## src/cgtm_map.svh

```systemverilog
// Purpose: offsets, field positions, reset values of the clock generator
//          trim and monitor register slice
// Assumes: 4-bit byte offsets on the plain register port
// Notes:   definitions only
`ifndef CGTM_MAP_SVH
`define CGTM_MAP_SVH

// ============================================================
// offsets
`define CGTM_OFF_IRQ_STATUS   4'h0
`define CGTM_OFF_IRQ_MASK     4'h1
`define CGTM_OFF_MON_CTRL     4'h2
`define CGTM_OFF_STATUS_TRIM  4'h8
`define CGTM_OFF_TRIM_CMP_HI  4'hA
`define CGTM_OFF_TRIM_CMP_LO  4'hB
`define CGTM_OFF_CTRL_SEVEN   4'hC
`define CGTM_OFF_LOCK_CTRL    4'hD
`define CGTM_OFF_CTRL_NINE    4'hE
`define CGTM_OFF_CTRL_TEN     4'hF

// ============================================================
// status_and_trim_control fields
`define CGTM_SC_TRIM_EN       7
`define CGTM_SC_TRIM_SEL      6
`define CGTM_SC_TRIM_FAIL     5
`define CGTM_SC_FLT_PRSRV     4
`define CGTM_SC_DIV_HI        3
`define CGTM_SC_DIV_LO        1
`define CGTM_SC_OSC_LOSS      0
`define CGTM_SC_RESET         8'h02

// ============================================================
// lock_loss_control, monitor control, interrupt bits, trim compare reset
`define CGTM_LC_RESET_SEL     6
`define CGTM_LC_RESET         8'h00
`define CGTM_MC_CLK_MON_EN    0
`define CGTM_MC_LOCK_INT_EN   1
`define CGTM_MC_RESET         8'h00
`define CGTM_IRQ_OSC_LOSS     0
`define CGTM_IRQ_LOCK_LOSS    1
`define CGTM_IRQ_TRIM_FAIL    2
`define CGTM_IRQ_BITS         3
`define CGTM_CMP_RESET        8'h00

`endif

```

## src/cgtm_pkg.sv

```systemverilog
// Purpose: shared types of the clock generator trim and monitor slice
// Assumes: constants live in cgtm_map.svh
// Notes:   types only
`default_nettype none

package cgtm_pkg;
	typedef logic [7:0] cgtm_byte_t;
	typedef logic [3:0] cgtm_addr_t;
	typedef logic [2:0] cgtm_div_t;
endpackage : cgtm_pkg

`default_nettype wire

```

## src/cgtm_ref_div.sv

```systemverilog
// Purpose: power-of-two divider of the fast internal reference tick
// Assumes: i_tick is a one-cycle enable on i_clk_sys
// Notes:   select 0 passes every tick, select 7 keeps one of 128
`timescale 1ns/100ps
`default_nettype none

module cgtm_ref_div (
	// clock and reset
	input  wire logic             i_clk_sys,
	input  wire logic             i_resetn,
	// control
	input  wire logic             i_tick,
	input  wire cgtm_pkg::cgtm_div_t i_div_sel,
	// divided enable
	output var  logic             o_tick
);

	logic [7:0] factor;
	logic [6:0] mask;
	logic [6:0] cnt_reg;

	// factor doubles with each step of the select
	assign factor = 8'h01 << i_div_sel;
	assign mask   = 7'(factor - 8'h01);

	// ============================================================
	// counter and pulse
	always_ff @(posedge i_clk_sys or negedge i_resetn) begin
		if (!i_resetn) begin
			cnt_reg <= 7'h00;
			o_tick  <= 1'b0;
		end else begin
			o_tick <= 1'b0;
			if (i_tick) begin
				if ((cnt_reg & mask) == mask) begin
					cnt_reg <= 7'h00;
					o_tick  <= 1'b1;
				end else begin
					cnt_reg <= 7'(cnt_reg + 7'h01);
				end
			end
		end
	end

endmodule : cgtm_ref_div

`default_nettype wire

```

## src/cgtm_regs.sv

```systemverilog
// Purpose: trim and monitor register slice of the clock generator
// Assumes: one clock, plain register port with read data one cycle later
// Notes:   loss inputs come from other clock domains and are synchronised
//
// Local design decision: strobed register access.
`timescale 1ns/100ps
`default_nettype none
`include "cgtm_map.svh"

module cgtm_regs (
	// clock and reset
	input  wire logic                 i_clk_sys,
	input  wire logic                 i_resetn,
	// register port
	input  wire cgtm_pkg::cgtm_addr_t i_addr,
	input  wire cgtm_pkg::cgtm_byte_t i_wdata,
	input  wire logic                 i_wr,
	input  wire logic                 i_rd,
	output var  cgtm_pkg::cgtm_byte_t o_rdata,
	// events from the clock engines
	input  wire logic                 i_osc_loss,
	input  wire logic                 i_pll_lock_loss,
	input  wire logic                 i_trim_done,
	input  wire logic                 i_stop_mode,
	input  wire logic                 i_other_ctrl_write,
	input  wire logic                 i_fast_ref_tick,
	// controls to the clock engines
	output var  cgtm_pkg::cgtm_div_t  o_fast_ref_divider,
	output var  logic                 o_fast_ref_tick,
	output var  logic                 o_osc_clock_monitor_enable,
	output var  logic                 o_trim_machine_enable,
	output var  logic                 o_trim_machine_select,
	output var  logic [15:0]          o_trim_compare,
	output var  logic                 o_fll_filter_preserve,
	output var  logic                 o_lock_loss_reset_req,
	output var  logic                 o_irq
);

	cgtm_pkg::cgtm_byte_t sc_reg;
	cgtm_pkg::cgtm_byte_t cmp_hi_reg;
	cgtm_pkg::cgtm_byte_t cmp_lo_reg;
	logic                 reset_sel_reg;
	logic                 mon_en_reg;
	logic                 lock_int_en_reg;
	logic [`CGTM_IRQ_BITS-1:0] irq_status_reg;
	logic [`CGTM_IRQ_BITS-1:0] irq_mask_reg;
	logic [`CGTM_IRQ_BITS-1:0] irq_set;
	logic [1:0]           osc_sync_reg;
	logic [1:0]           lock_sync_reg;
	logic                 lock_seen_reg;
	logic                 lock_event;
	logic                 osc_event;
	logic                 wr_sc;
	logic                 trim_abort;
	cgtm_pkg::cgtm_byte_t rdata_next;

	// ============================================================
	// input synchronisers
	always_ff @(posedge i_clk_sys or negedge i_resetn) begin
		if (!i_resetn) begin
			osc_sync_reg  <= 2'h0;
			lock_sync_reg <= 2'h0;
			lock_seen_reg <= 1'b0;
		end else begin
			osc_sync_reg  <= {osc_sync_reg[0], i_osc_loss};
			lock_sync_reg <= {lock_sync_reg[0], i_pll_lock_loss};
			lock_seen_reg <= lock_sync_reg[1];
		end
	end

	assign osc_event  = osc_sync_reg[1] & mon_en_reg;
	assign lock_event = lock_sync_reg[1] & ~lock_seen_reg;
	assign wr_sc      = i_wr && (i_addr == `CGTM_OFF_STATUS_TRIM);
	// a running trim is aborted by control writes or stop entry
	assign trim_abort = sc_reg[`CGTM_SC_TRIM_EN]
		& (wr_sc | i_other_ctrl_write | i_stop_mode);

	// ============================================================
	// status and trim control
	always_ff @(posedge i_clk_sys or negedge i_resetn) begin
		if (!i_resetn) begin
			sc_reg <= `CGTM_SC_RESET;
		end else begin
			if (wr_sc) begin
				sc_reg[`CGTM_SC_TRIM_SEL] <= i_wdata[`CGTM_SC_TRIM_SEL];
				sc_reg[`CGTM_SC_FLT_PRSRV] <= i_wdata[`CGTM_SC_FLT_PRSRV];
				sc_reg[`CGTM_SC_DIV_HI:`CGTM_SC_DIV_LO] <=
					i_wdata[`CGTM_SC_DIV_HI:`CGTM_SC_DIV_LO];
			end
			// trim enable: set by write, cleared by done or abort
			if (trim_abort || i_trim_done) begin
				sc_reg[`CGTM_SC_TRIM_EN] <= 1'b0;
			end else if (wr_sc) begin
				sc_reg[`CGTM_SC_TRIM_EN] <= i_wdata[`CGTM_SC_TRIM_EN];
			end
			// fail flag: abort sets, any write clears, set wins
			if (trim_abort) begin
				sc_reg[`CGTM_SC_TRIM_FAIL] <= 1'b1;
			end else if (wr_sc) begin
				sc_reg[`CGTM_SC_TRIM_FAIL] <= 1'b0;
			end
			// loss flag: write one clears, zero keeps, set wins
			if (osc_event) begin
				sc_reg[`CGTM_SC_OSC_LOSS] <= 1'b1;
			end else if (wr_sc && i_wdata[`CGTM_SC_OSC_LOSS]) begin
				sc_reg[`CGTM_SC_OSC_LOSS] <= 1'b0;
			end
		end
	end

	// ============================================================
	// trim compare, lock control, monitor control
	always_ff @(posedge i_clk_sys or negedge i_resetn) begin
		if (!i_resetn) begin
			cmp_hi_reg      <= `CGTM_CMP_RESET;
			cmp_lo_reg      <= `CGTM_CMP_RESET;
			reset_sel_reg   <= 1'b0;
			mon_en_reg      <= 1'b0;
			lock_int_en_reg <= 1'b0;
		end else if (i_wr) begin
			case (i_addr)
				`CGTM_OFF_TRIM_CMP_HI: begin
					cmp_hi_reg <= i_wdata;
				end
				`CGTM_OFF_TRIM_CMP_LO: begin
					cmp_lo_reg <= i_wdata;
				end
				`CGTM_OFF_LOCK_CTRL: begin
					reset_sel_reg <= i_wdata[`CGTM_LC_RESET_SEL];
				end
				`CGTM_OFF_MON_CTRL: begin
					mon_en_reg      <= i_wdata[`CGTM_MC_CLK_MON_EN];
					lock_int_en_reg <= i_wdata[`CGTM_MC_LOCK_INT_EN];
				end
				default: begin
				end
			endcase
		end
	end

	// ============================================================
	// lock loss response
	always_ff @(posedge i_clk_sys or negedge i_resetn) begin
		if (!i_resetn) begin
			o_lock_loss_reset_req <= 1'b0;
		end else begin
			o_lock_loss_reset_req <= lock_event & reset_sel_reg;
		end
	end

	// ============================================================
	// interrupt status, mask and output
	assign irq_set[`CGTM_IRQ_OSC_LOSS]  = osc_event & ~sc_reg[`CGTM_SC_OSC_LOSS];
	assign irq_set[`CGTM_IRQ_LOCK_LOSS] = lock_event & ~reset_sel_reg
		& lock_int_en_reg;
	assign irq_set[`CGTM_IRQ_TRIM_FAIL] = trim_abort;

	always_ff @(posedge i_clk_sys or negedge i_resetn) begin
		if (!i_resetn) begin
			irq_status_reg <= '0;
			irq_mask_reg   <= '0;
			o_irq          <= 1'b0;
		end else begin
			if (i_wr && (i_addr == `CGTM_OFF_IRQ_STATUS)) begin
				irq_status_reg <= (irq_status_reg
					& ~i_wdata[`CGTM_IRQ_BITS-1:0]) | irq_set;
			end else begin
				irq_status_reg <= irq_status_reg | irq_set;
			end
			if (i_wr && (i_addr == `CGTM_OFF_IRQ_MASK)) begin
				irq_mask_reg <= i_wdata[`CGTM_IRQ_BITS-1:0];
			end
			o_irq <= |(irq_status_reg & irq_mask_reg);
		end
	end

	// ============================================================
	// read path, one cycle latency, zero outside the answer cycle
	always_comb begin
		rdata_next = 8'h00;
		case (i_addr)
			`CGTM_OFF_IRQ_STATUS:  rdata_next = {5'h00, irq_status_reg};
			`CGTM_OFF_IRQ_MASK:    rdata_next = {5'h00, irq_mask_reg};
			`CGTM_OFF_MON_CTRL:    rdata_next = {6'h00, lock_int_en_reg,
				mon_en_reg};
			`CGTM_OFF_STATUS_TRIM: rdata_next = sc_reg;
			`CGTM_OFF_TRIM_CMP_HI: rdata_next = cmp_hi_reg;
			`CGTM_OFF_TRIM_CMP_LO: rdata_next = cmp_lo_reg;
			`CGTM_OFF_LOCK_CTRL:   rdata_next = {1'b0, reset_sel_reg,
				6'h00};
			default:               rdata_next = 8'h00;
		endcase
	end

	always_ff @(posedge i_clk_sys or negedge i_resetn) begin
		if (!i_resetn) begin
			o_rdata <= 8'h00;
		end else begin
			o_rdata <= i_rd ? rdata_next : 8'h00;
		end
	end

	// ============================================================
	// control outputs, all from registers
	assign o_fast_ref_divider =
		sc_reg[`CGTM_SC_DIV_HI:`CGTM_SC_DIV_LO];
	assign o_osc_clock_monitor_enable = mon_en_reg;
	assign o_trim_machine_enable = sc_reg[`CGTM_SC_TRIM_EN];
	assign o_trim_machine_select = sc_reg[`CGTM_SC_TRIM_SEL];
	assign o_trim_compare = {cmp_hi_reg, cmp_lo_reg};
	assign o_fll_filter_preserve = sc_reg[`CGTM_SC_FLT_PRSRV];

	cgtm_ref_div u_ref_div (
		.i_clk_sys (i_clk_sys),
		.i_resetn  (i_resetn),
		.i_tick    (i_fast_ref_tick),
		.i_div_sel (sc_reg[`CGTM_SC_DIV_HI:`CGTM_SC_DIV_LO]),
		.o_tick    (o_fast_ref_tick)
	);

endmodule : cgtm_regs

`default_nettype wire

```

## config.mk

```make
export PLATFORM = sky130hd
export DESIGN_NAME = cgtm_regs
export DESIGN_NICKNAME = d
export VERILOG_FILES = /design/src/cgtm_pkg.sv /design/src/cgtm_ref_div.sv /design/src/cgtm_regs.sv
export VERILOG_INCLUDE_DIRS = /design/src
export SDC_FILE = /design/constraint.sdc
export NUM_CORES = 1
export LEC_CHECK = 0
export BUFFER_PORTS_ARGS = -buffer_cell sky130_fd_sc_hd__buf_4
export CAP_MARGIN = 25
export CORE_MARGIN = 2
export CORE_UTILIZATION = 40
export DETAILED_ROUTE_END_ITERATION = 12
export PLACE_DENSITY_LB_ADDON = 0.12
export REMOVE_ABC_BUFFERS = 1
export SLEW_MARGIN = 20
export SYNTH_ARGS = -nofsm -noshare
export SYNTH_HDL_FRONTEND = slang
export SYNTH_SLANG_ARGS = --single-unit
export TNS_END_PERCENT = 50
```

## constraint.sdc

```tcl
create_clock -name i_clk_sys -period 3.7 [get_ports i_clk_sys]
set_input_delay 0.37 -clock i_clk_sys [delete_from_list [all_inputs] [get_ports i_clk_sys]]
set_output_delay 0.37 -clock i_clk_sys [all_outputs]
set_load 0.03 [all_outputs]
```

-- Yosys cells after proc, flatten, opt, wreduce, memory -nomap -nowiden
Index checks and enable logic that the tools add are counted.
- bits of input ports: 22
- register bits after elaboration: 56
- reductions and logical operators: 14
- equal/unequal tests: 7
- shift operators: 1
- bitwise logic cells: 18
- multiplexer cells: 12
- add/subtract/negate cells: 2
- operators by type and width (operator ; number):
    one-hot mux 8 bit (7 select lines) ; 1
    == test 4 bit, second input constant ; 4
    two-way mux 1 bit ; 8
    two-way mux 8 bit ; 1
    AND reduction 2 bit ; 4
    adder 7 x 1 -> 7 bit, second input constant ; 1
    AND 1 bit ; 7
    AND 7 bit ; 1
    == test 7 bit ; 1
    two-way mux 7 bit ; 1
    << shifter 1 x 3 -> 7 bit, first input constant ; 1
    subtractor 7 x 1 -> 7 bit, second input constant ; 1
    AND 3 bit ; 2
    OR 3 bit ; 2
    nonzero test 2 bit ; 3
    == test 4 x 1 -> 1 bit, second input constant ; 1
    == test 4 x 2 -> 1 bit, second input constant ; 1
    logical AND 1 bit ; 4
    zero test 4 bit ; 1
    two-way mux 3 bit ; 1
    NOT 1 bit ; 3
    NOT 3 bit ; 1
    OR reduction 3 bit ; 1
    OR 1 bit ; 2
    logical OR 1 bit ; 1

-- Longest topological paths before layout
Gate-level depths: netlist of the first run.
- depth after elaboration: 7
- depth in mapped cells: 11
- depth with buffers taken out: 8

-- Cells and area by module
From an unflattened synthesis of the first run, not the netlist that was laid out.
- cell total of the unflattened synthesis: 201
- area total of the unflattened synthesis: 2581.2 µm²
- modules (own cells, without submodules) (module ; area an instance (µm²) ; seq. area each (µm²) ; times used ; cells each):
    cgtm_regs ; 2135.8 ; 1202.4 ; 1 ; 153
    cgtm_ref_div ; 445.4 ; 200.2 ; 1 ; 48

-- Worst setup path after synthesis of the first run
Ideal clock, no wire load.
- kind: register -> register
- from: register sc_reg[3]
- to: register u_ref_div.o_tick
- stages on the path, launching flop included: 11
- path slack: 1.602 ns
- arrival time: 1.979 ns
- cells stage by stage: dfrtp_1 buf_2 or3_1 ha_1 clkbuf_2 nor4b_4 a21oi_2 o32ai_1 nor4bb_1 buf_2 and2_1
- cells in the longest elaborated chain, start to end: 6
- RTL lines (element ; line ; source):
    from (decl) ; cgtm_regs.sv:39 ; cgtm_pkg::cgtm_byte_t sc_reg;
    from (signal assigned) ; cgtm_regs.sv:82 ; sc_reg <= `CGTM_SC_RESET;
    from (signal, indexed assignment) ; cgtm_regs.sv:85 ; sc_reg[`CGTM_SC_TRIM_SEL] <= i_wdata[`CGTM_SC_TRIM_SEL];
    from (signal, indexed assignment) ; cgtm_regs.sv:86 ; sc_reg[`CGTM_SC_FLT_PRSRV] <= i_wdata[`CGTM_SC_FLT_PRSRV];
    << shifter 1 x 3 -> 7 bit * ; cgtm_ref_div.sv:23 ; assign factor = 8'h01 << i_div_sel;
    subtractor 7 x 1 -> 7 bit * ; cgtm_ref_div.sv:24 ; assign mask = 7'(factor - 8'h01);
    AND 7 bit ; cgtm_ref_div.sv:35 ; if ((cnt_reg & mask) == mask) begin
    == test 7 bit * ; cgtm_ref_div.sv:35 ;
    two-way mux 1 bit * ; cgtm_ref_div.sv:35 ;
    two-way mux 1 bit * ; cgtm_ref_div.sv:34 ; if (i_tick) begin
    to (signal assigned) ; cgtm_ref_div.sv:31 ; o_tick <= 1'b0;
    to (signal assigned) ; cgtm_ref_div.sv:33 ; o_tick <= 1'b0;
    to (signal assigned) ; cgtm_ref_div.sv:37 ; o_tick <= 1'b1;
    to (decl) ; cgtm_ref_div.sv:15 ; output var logic o_tick
Mark *: on every way between the ends. The rest lies on a longest branch, timed or not.
A chain may end at the register's enable or synchronous reset.

-- Worst setup path in the final report of the first run
Ends and elaborated chain as after synthesis.

==> impl_metrics.env, run 1 <==
export IMPL_status="finished clean"
export IMPL_maxCapViolCount=0
export IMPL_crit_slowest_cell="dfrtp_1"
export IMPL_cts_setup_buffers=0
export IMPL_start_kind="register"
export IMPL_synthFlopType="dfrtp_1"
export IMPL_die_x_um=86.3
export IMPL_initial_core_util_pct=41.9
export IMPL_num_fill_cells=621
export IMPL_drt_wirelength_per_cell_um=16.3
export IMPL_crit_chain="or3_1, ha_1, nor4b_4, a21oi_2, o32ai_1, nor4bb_1, buf_4, and2_1"
export IMPL_finClkSkew_ps=6.33
export IMPL_path_class="register to register"
export IMPL_ir_drop_mv=0.240
export IMPL_fin_cells=364
export IMPL_drive_gt1_share_pct=36.2
export IMPL_synth_seq_cells=56
export IMPL_syn_inst=239
export IMPL_rsz0062_at_grt="no"
export IMPL_setup_violations=0
export IMPL_gp_congestion=0.829
export IMPL_antenna_cells=0
export IMPL_ctsRootBufferMaster="clkbuf_8"
export IMPL_crit_required_ps=3920
export IMPL_yosys_warnings=0
export IMPL_ios=56
export IMPL_syn_avg_cell_area_um2=11.3
export IMPL_grt_ovfl_total=0
export IMPL_ant_nets=0
export IMPL_vias=1960
export IMPL_relSlewSlack_pct=51.4
export IMPL_numCtsBuffers=5
export IMPL_synth_cell_type_count=47
export IMPL_cts_tree="built"
export IMPL_setup_tns_final_ps=0
export IMPL_numClockSinks=56
export IMPL_holdWs_ps=81.5
export IMPL_fin_crit_sh_pct=60.2
export IMPL_cp_max_fo=10
export IMPL_cts_hold_buf=0
export IMPL_io_buffers=55
export IMPL_stdcell_area_um2=3220
export IMPL_remaining_drc_errors=0
export IMPL_syn_cell_area_um2=2710
export IMPL_critical_path_max_stage_delay_ps=510
export IMPL_worst_pin_slew_ps=728
export IMPL_core_um2=6460
export IMPL_area_growth_pct=19.1
export IMPL_dieArea_um2=7440
export IMPL_multi_input_area_um2=1190
export IMPL_cts_max_level=2
export IMPL_critical_path_top_delay_family="simple AND/OR/NAND/NOR gates"
export IMPL_dr_first_iter_drc_count=75
export IMPL_power_leakage_nw=1.47
export IMPL_seqCellArea_um2=1400
export IMPL_gr_usage_all_layers_pct=17.3
export IMPL_maxSlewViolCount=0
export IMPL_grt_pass1_vias=1871
export IMPL_place_area_um2=3130
export IMPL_grt_pass1_wl_um=9790
export IMPL_synth_seq_area_share_pct=51.8
export IMPL_worstPathArrival_ps=2450
export IMPL_first_pass_iters=4
export IMPL_clk_latency_ps=320
export IMPL_end_kind="register"
export IMPL_powerDensity_nw_per_um2=563
export IMPL_antenna_found_initial=0
export IMPL_critPathBufInv=1
export IMPL_synth_edf_count=0
export IMPL_rows=29
export IMPL_cts_clk_slew_worst_paths_ps=110
export IMPL_synth_async_reset_ratio_pct=100
export IMPL_place_hpwl_um=4030
export IMPL_hp_class="input port to async pin"
export IMPL_cts_resized=0
export IMPL_wl_um=5950
export IMPL_fin_crit_ps=2230
export IMPL_timing_fmax_mhz=449
export IMPL_final_core_util_pct=49.9
export IMPL_clk_path_buf_depth=2
export IMPL_place_inst=356
export IMPL_grt_max_degree=57
export IMPL_die_h_um=86.3
export IMPL_num_nets_final=310
export IMPL_hold_violations=0
export IMPL_routed_via_density=5.38
-- final timing paths --
path                       slack [ps]                    to            start  cells after the start
min reg2reg                       360       osc_sync_reg[1]  osc_sync_reg[0]                      0
min                                80       osc_sync_reg[0]         i_resetn                      1
max                              1470      u_ref_div.o_tick        sc_reg[3]                      8
min in group i_clk_sys            150      lock_sync_reg[0]  i_pll_lock_loss                      1
max in group asynchronous        3120  u_ref_div.cnt_reg[1]         i_resetn                      1
max reg2reg                      1470      u_ref_div.o_tick        sc_reg[3]                      8
-- synth_stat cells (all sizes together), types with 2 or more instances --
cell type	instances	area [um2]
dfrtp	55	1380
mux2	32	360
nand2	25	96.4
nor2	18	67.6
a21oi	14	73.8
buf	13	77.6
o21ai	7	35.0
mux2i	6	60.1
a22oi	5	37.5
inv	5	18.8
nand2b	5	31.3
nand3	4	20.0
nand3b	4	30.0
nor3	4	31.3
o211ai	4	30.0
xnor2	4	35.0
clkbuf	3	13.8
nand4	3	18.8
a21o	2	15.0
a22o	2	17.5
and2	2	12.5
ha	2	25.0
nor3b	2	26.3
nor4bb	2	20.0
xor2	2	17.5
-- final cells by class --
cell class	count	share of cell area, %
clock inverter	3	0.737
multi-input combinational	162	37.0
clock buffer	5	2.13
tap	77	2.99
timing repair buffer	56	13.0
inverter	5	0.582
sequential	56	43.5
-- cells in the final DEF, fill, tap and decap left out, types with 3 or more instances in the layout --
| cell | count |
|---|---|
| buf_4 | 56 |
| dfrtp_1 | 55 |
| mux2_2 | 32 |
| nand2_1 | 24 |
| nor2_1 | 18 |
| a21oi_1 | 13 |
| mux2i_1 | 6 |
| o21ai_0 | 6 |
| nand2b_1 | 5 |
| a22oi_1 | 5 |
| inv_1 | 5 |
| clkbuf_8 | 5 |
| nand3_1 | 4 |
| xnor2_1 | 4 |
| nand3b_1 | 4 |
| o211ai_1 | 4 |
| nor3_1 | 3 |
| nand4_1 | 3 |
-- cells by family (layout without fill, tap and decap cells) --
kind of cell             Yosys count  in the layout  share of synthesized area, %
buffers and inverters             21             69                          4.07
multiplexers                      38             38                          15.5
AO/OA/AOI/OAI                     40             40                          9.66
flip-flops                        56             56                          51.8
XOR/XNOR                           6              6                          1.94
AND/OR/NAND/NOR                   76             76                          16.0
adder cells (fa/ha/maj)            2              2                         0.924
-- worst register-to-register path, cell delays in order, from the launching register on --
cell and delay (ps):
dfrtp_1 510, or3_1 420, ha_1 330, nor4b_4 270, a21oi_2 50, o32ai_1 140
nor4bb_1 90, buf_4 170, and2_1 150
-- stage by stage --
step	total power [mW]	worst slack, ps
after detailed placement	1.48	1500
after global routing	1.93	1290
after CTS	1.83	1480
after global placement	1.47	1590
final	1.82	1470
after floorplan	1.24	1170
-- report_power, final --
part,switching (mW),internal [mW],total [mW]
combinational,0.325,0.275,0.600
sequential,0.128,0.737,0.866
clock,0.216,0.135,0.351
-- routing by layer --
metal	vias up	share of wire, %	track usage (%)
met3	6	4.3	4.57
met5	-	0	0
met4	0	1.3	5.54
li1	937	-	-
met1	969	46	24.1
met2	48	48	26.5
No activity file was read; power rests on OpenSTA's default activity.
==> inputs of run 2 (changes only) <==
- ABC_AREA: default -> 1
- clock period: 3.7 -> 1.85 ns (I/O delays scaled with it)
==> impl_metrics.env, run 2 <==
export IMPL_holdWs_ps=27.2
export IMPL_final_common_cell="nand2_1"
export IMPL_routed_via_density=4.83
export IMPL_clk_latency_ps=310
export IMPL_cp_max_fo=7
export IMPL_syn_inst=308
export IMPL_cts_tree="built"
export IMPL_setup_violations=0
export IMPL_wl_um=6200
export IMPL_drive_gt1_share_pct=27.1
export IMPL_numClockSinks=56
export IMPL_io_buffers=55
export IMPL_status="finished clean"
export IMPL_die_x_um=84.9
export IMPL_ant_nets=0
export IMPL_gr_usage_all_layers_pct=18.0
export IMPL_place_inst=437
export IMPL_setup_tns_final_ps=0
export IMPL_path_class="register to register"
export IMPL_num_fill_cells=625
export IMPL_drt_wirelength_per_cell_um=13.8
export IMPL_die_h_um=84.9
export IMPL_ios=56
export IMPL_fin_crit_sh_pct=95.8
export IMPL_antenna_found_initial=0
export IMPL_cts_max_level=2
export IMPL_worst_pin_slew_ps=701
export IMPL_remaining_drc_errors=0
export IMPL_vias=2172
export IMPL_layout_common_cells="nand2_1, buf_4, dfrtp_1, inv_1, o21ai_1"
export IMPL_synth_async_reset_ratio_pct=100
export IMPL_maxCapViolCount=0
export IMPL_grt_max_degree=57
export IMPL_ir_drop_mv=0.602
export IMPL_worstPathArrival_ps=1960
export IMPL_synthFlopType="dfrtp_1"
export IMPL_initial_core_util_pct=41.2
export IMPL_rsz0062_at_grt="yes"
export IMPL_yosysTopAreaCellShare_pct=52.6
export IMPL_grt_ovfl_total=0
export IMPL_hp_class="input port to register"
export IMPL_hold_violations=0
export IMPL_cts_clk_slew_worst_paths_ps=100
export IMPL_crit_required_ps=2040
export IMPL_powerDensity_nw_per_um2=1150
export IMPL_num_nets_final=396
export IMPL_syn_avg_cell_area_um2=8.50
export IMPL_dieArea_um2=7210
export IMPL_place_hpwl_um=4540
export IMPL_timing_fmax_mhz=564
export IMPL_seqCellArea_um2=1400
export IMPL_rows=29
export IMPL_crit_slowest_cell="dfstp_2"
export IMPL_crit_chain="nand3_1, ha_1, nor2_1, nor2_1, nand2_1, nor2_1, nand2_1, nor2_4, a21oi_1"
export IMPL_gp_congestion=0.882
export IMPL_relSlewSlack_pct=53.3
export IMPL_synth_seq_area_share_pct=53.6
export IMPL_yosys_warnings=0
export IMPL_start_kind="register"
export IMPL_antenna_cells=0
export IMPL_yosysMostFrequentCell="nand2_1"
export IMPL_synth_edf_count=0
export IMPL_ctsRootBufferMaster="clkbuf_8"
export IMPL_syn_cell_area_um2=2620
export IMPL_synth_cell_type_count=30
export IMPL_grt_pass1_wl_um=10200
export IMPL_clk_path_buf_depth=2
export IMPL_maxSlewViolCount=0
export IMPL_core_um2=6350
export IMPL_yosys_area_top_type="dfrtp_1"
export IMPL_critical_path_max_stage_delay_ps=590
export IMPL_grt_pass1_vias=2075
export IMPL_multi_input_area_um2=1020
export IMPL_synth_area_leaders="dfrtp_1, nand2_1, inv_1"
export IMPL_fin_crit_ps=1770
export IMPL_numCtsBuffers=5
export IMPL_synth_seq_cells=56
export IMPL_finClkSkew_ps=9.62
export IMPL_dr_first_iter_drc_count=95
export IMPL_final_core_util_pct=51.8
export IMPL_synth_common_cells="nand2_1, dfrtp_1, inv_1"
export IMPL_area_growth_pct=25.5
export IMPL_first_pass_iters=6
export IMPL_cpMostUsedCell="nor2_1"
export IMPL_fin_cells=450
export IMPL_power_leakage_nw=1.68
export IMPL_end_kind="register"
## run 2: changes by cell type in the layout (fill, tap and decap cells not counted), sizes merged, moves of 5 or more
cell | previous run | this run
a21oi | 14 | 7
a22oi | 5 | 0
inv | 5 | 42
mux2 | 32 | 0
mux2i | 6 | 0
nand2 | 25 | 95
nand2b | 5 | 0
nand3 | 4 | 17
nor2 | 18 | 23
o21ai | 7 | 41
## run 2: cell families (layout without fill, tap and decap cells)
| family | Yosys count | after routing | share of synthesized area [%] |
|---|---|---|---|
| AO/OA/AOI/OAI | 55 | 55 | 12.5 |
| XOR/XNOR | 1 | 1 | 0.335 |
| adder cells (fa/ha/maj) | 2 | 2 | 0.955 |
| buffers and inverters | 49 | 114 | 7.84 |
| flip-flops | 56 | 56 | 53.6 |
| AND/OR/NAND/NOR | 145 | 145 | 24.8 |
## run 2: repair_timing
item | in CTS | in global routing
setup buffers | 0 | 2
endpoints found under the setup margin | 0 | 7
gates resized for setup | 0 | 3
hold buffers | 3 | 0
endpoints found under the hold margin | 57 | 0
## run 2: path summary, 6_finish.rpt
check / from / endpoint / slack [ps] / cells past startpoint
max in group asynchronous: i_resetn / sc_reg[2] / 880 / 2
worst min-delay path: i_trim_done / sc_reg[7] / 30 / 2
worst max register to register: sc_reg[1] / u_ref_div.cnt_reg[3] / 80 / 9
worst min register to register: osc_sync_reg[0] / osc_sync_reg[1] / 360 / 0
min in group asynchronous: i_resetn / o_osc_clock_monitor_enable / 460 / 2
worst max-delay path: sc_reg[1] / u_ref_div.cnt_reg[3] / 80 / 9
## run 2: report_power, final
part           total [mW]  leakage (nW)  switching (mW)  internal, mW
logic                1.20         0.918           0.749         0.451
clock network       0.874        0.0645           0.396         0.478
registers            1.69         0.697           0.214          1.48
total                3.77          1.68            1.36          2.41
## run 2: critical path, delay by kind of cell, from the launching register on
| family | cells | cell delay (ps) |
|---|---|---|
| and+or+nand+nor | 7 | 690 |
| DFF | 1 | 590 |
| adders and majority gates | 1 | 280 |
| AOI/OAI and AO/OA | 1 | 90 |
## run 2: through the flow
| stage | total power, mW | instance area (um2) | setup slack (ps) |
|---|---|---|---|
| floorplan | 2.44 | 2570 | 99.2 |
| global placement | 2.87 | 3110 | 121 |
| detailed placement | 2.89 | 3110 | 57.3 |
| CTS | 3.76 | 3260 | 40.1 |
| global route | 4.00 | 3290 | -21.5 |
| finish | 3.77 | 3290 | 77.2 |
## run 2: area by class of cell
cell class / count / area share [%]
Clock buffer: 7 / 2.93
Inverter: 43 / 4.91
Tap cell: 77 / 2.93
Multi-Input combinational cell: 203 / 31.0
Sequential cell: 56 / 42.7
Timing Repair Buffer: 63 / 14.6
Clock inverter: 1 / 0.914
## run 2: routing by layer
metal / vias to the layer above / global-route usage [%] / share of wire (%)
met4: 0 / 4.62 / 1.0
met5: - / 0 / 0
li1: 1109 / - / -
met2: 55 / 28.8 / 48
met3: 4 / 3.60 / 4.0
met1: 1004 / 25.1 / 47
==> inputs of run 3 (changes only) <==
- SYNTH_HIERARCHICAL: default -> 1
==> impl_metrics.env, run 3 <==
export IMPL_fin_cells=449
export IMPL_cp_max_fo=8
export IMPL_yosysMostFrequentCell="nand2_1"
export IMPL_final_core_util_pct=49.7
export IMPL_finClkSkew_ps=8.57
export IMPL_gp_congestion=0.833
export IMPL_dieArea_um2=7550
export IMPL_power_leakage_nw=1.73
export IMPL_p_switching_mw=1.25
export IMPL_die_h_um=86.9
export IMPL_drt_wirelength_per_cell_um=13.7
export IMPL_maxCapViolCount=0
export IMPL_synth_seq_area_share_pct=51.0
export IMPL_cts_clk_slew_worst_paths_ps=100
export IMPL_antenna_found_initial=0
export IMPL_place_hpwl_um=4350
export IMPL_setup_violations=0
export IMPL_synth_seq_cells=56
export IMPL_cts_tree="built"
export IMPL_numCtsBuffers=5
export IMPL_num_nets_final=391
export IMPL_synth_edf_count=0
export IMPL_pre_cts_ws_ps=495
export IMPL_ios=56
export IMPL_fin_crit_ps=1320
export IMPL_ant_nets=0
export IMPL_place_inst=438
export IMPL_clk_latency_ps=310
export IMPL_synthFlopType="dfrtp_1"
export IMPL_initial_core_util_pct=40.9
export IMPL_clk_path_buf_depth=2
export IMPL_worstPathArrival_ps=1130
export IMPL_critPathBufInv=1
export IMPL_ir_drop_mv=0.405
export IMPL_p_int_mw=2.31
export IMPL_area_growth_pct=21.5
export IMPL_die_x_um=86.9
export IMPL_yosys_warnings=6
export IMPL_syn_avg_cell_area_um2=8.83
export IMPL_timing_fmax_mhz=758
export IMPL_start_kind="register"
export IMPL_rsz0062_at_grt="no"
export IMPL_critical_path_top_delay_family="flip-flops"
export IMPL_relSlewSlack_pct=52.8
export IMPL_drive_gt1_share_pct=29.8
export IMPL_grt_pass1_wl_um=10100
export IMPL_crit_slowest_cell="dfstp_2"
export IMPL_setup_ws_ps=531
export IMPL_ctsRootBufferMaster="clkbuf_8"
export IMPL_grt_pass1_vias=2013
export IMPL_worst_pin_slew_ps=707
export IMPL_layout_common_cells="nand2_1, buf_4, dfrtp_1, nand3_1, inv_1"
export IMPL_p_comb_share_pct=28.7
export IMPL_antenna_cells=0
export IMPL_maxSlewViolCount=0
export IMPL_hp_class="input port to register"
export IMPL_path_class="register to primary output"
export IMPL_wl_um=6150
export IMPL_core_um2=6720
export IMPL_routed_via_density=4.83
export IMPL_vias=2170
export IMPL_p_sw_share_pct=35.1
export IMPL_syn_inst=311
export IMPL_p_seq_share_pct=46.7
export IMPL_rows=30
export IMPL_yosys_area_top_type="dfrtp_1"
export IMPL_syn_cell_area_um2=2750
export IMPL_powerDensity_nw_per_um2=1070
export IMPL_grt_ovfl_total=0
export IMPL_synth_area_leaders="dfrtp_1, nand2_1, nand3_1"
export IMPL_grt_max_degree=57
export IMPL_dr_first_iter_drc_count=83
export IMPL_p_clk_share_pct=24.7
export IMPL_critical_path_max_stage_delay_ps=630
export IMPL_setup_tns_final_ps=0
export IMPL_numClockSinks=56
export IMPL_gr_usage_all_layers_pct=17.4
export IMPL_end_kind="primary output"
export IMPL_fin_crit_sh_pct=71.3
export IMPL_cts_max_level=2
export IMPL_power_mw=3.56
export IMPL_first_pass_iters=4
export IMPL_synth_common_cells="nand2_1, dfrtp_1, nand3_1"
export IMPL_yosysTopAreaCellShare_pct=50.1
export IMPL_synth_cell_type_count=24
export IMPL_status="finished clean"
export IMPL_hold_violations=0
export IMPL_final_common_cell="nand2_1"
export IMPL_io_buffers=55
export IMPL_crit_chain="buf_4"
export IMPL_synth_async_reset_ratio_pct=100
export IMPL_remaining_drc_errors=0
export IMPL_crit_required_ps=1660
==> run 3: cell types whose count changed after synthesis, moves of 6 or more <==
cell / delta
o21ai_2: +13
nand3_1: +24
o21ai_1: -24
a21oi_1: -6
inv_2: -8
==> run 3: metal layers <==
metal  GRT usage [%]  wire [um]
met1            23.7       2860
met2            28.2       2900
met3            3.98        330
met4            4.55         63
met5               0          0
==> run 3: area by class of cell <==
cell class	instances	area [um2]
clock inverters	1	30.0
clock buffers	7	96.3
flip-flops and latches	56	1400
well taps	80	100
inverters	36	135
fillers	640	3380
multi-input cells	208	1110
repair buffers	61	465
==> run 3: per-stage QoR <==
stage	area, um2	hold WS (ps)
2_1_floorplan	2650	-111
3_3_place_gp	3180	295
3_5_place_dp	3180	288
4_1_cts	3340	89.3
5_1_grt	3340	107
6_report	3340	89.2
==> run 3: power by group through the flow <==
| stage | clock [mW] | combinational, mW | sequential (mW) |
|---|---|---|---|
| after global placement | 0 | 1.02 | 1.69 |
| after floorplan | 0 | 0.430 | 1.87 |
| after global routing | 0.948 | 1.12 | 1.70 |
| after detailed placement | 0 | 1.03 | 1.68 |
| final | 0.878 | 1.02 | 1.66 |
| after CTS | 0.901 | 1.03 | 1.66 |
==> run 3: what timing repair did <==
item,CTS,global route
resized for setup,0,0
hold buffers,3,0
hold endpoints to repair,57,0
buffers inserted,0,0
==> run 3: worst paths after layout <==
path                                       from                    end  slack (ps)  cells past startpoint
setup / recovery                      sc_reg[1]  o_fast_ref_divider[0]         530                      1
min in group asynchronous              i_resetn       lock_sync_reg[0]         460                      2
max in group asynchronous              i_resetn          cmp_hi_reg[2]         920                      2
hold reg to reg                 osc_sync_reg[0]        osc_sync_reg[1]         370                      0
setup reg to reg           u_ref_div/cnt_reg[1]   u_ref_div/cnt_reg[6]         600                      8
hold / removal                      i_trim_done              sc_reg[7]          90                      4
==> run 3: worst reg2reg max path, cell delays in order, from the launching register on <==
cell and delay [ps]:
dfrtp_1 420, ha_1 210, nand4_2 140, nor2_2 120
nand2_1 60, nand2_1 50, nand2_1 40, nand2_1 70
inv_1 40
==> run 3: logic make-up (layout without fill, tap and decap cells) <==
kind of cell    Yosys count  in the layout  synth area share [%]
simple gates            165            165                  28.3
flops                    56             56                  51.0
buf+inv                  47            105                  8.56
compound gates           39             39                  10.7
xor+xnor                  3              3                 0.956
fa+ha+maj                 1              1                 0.455
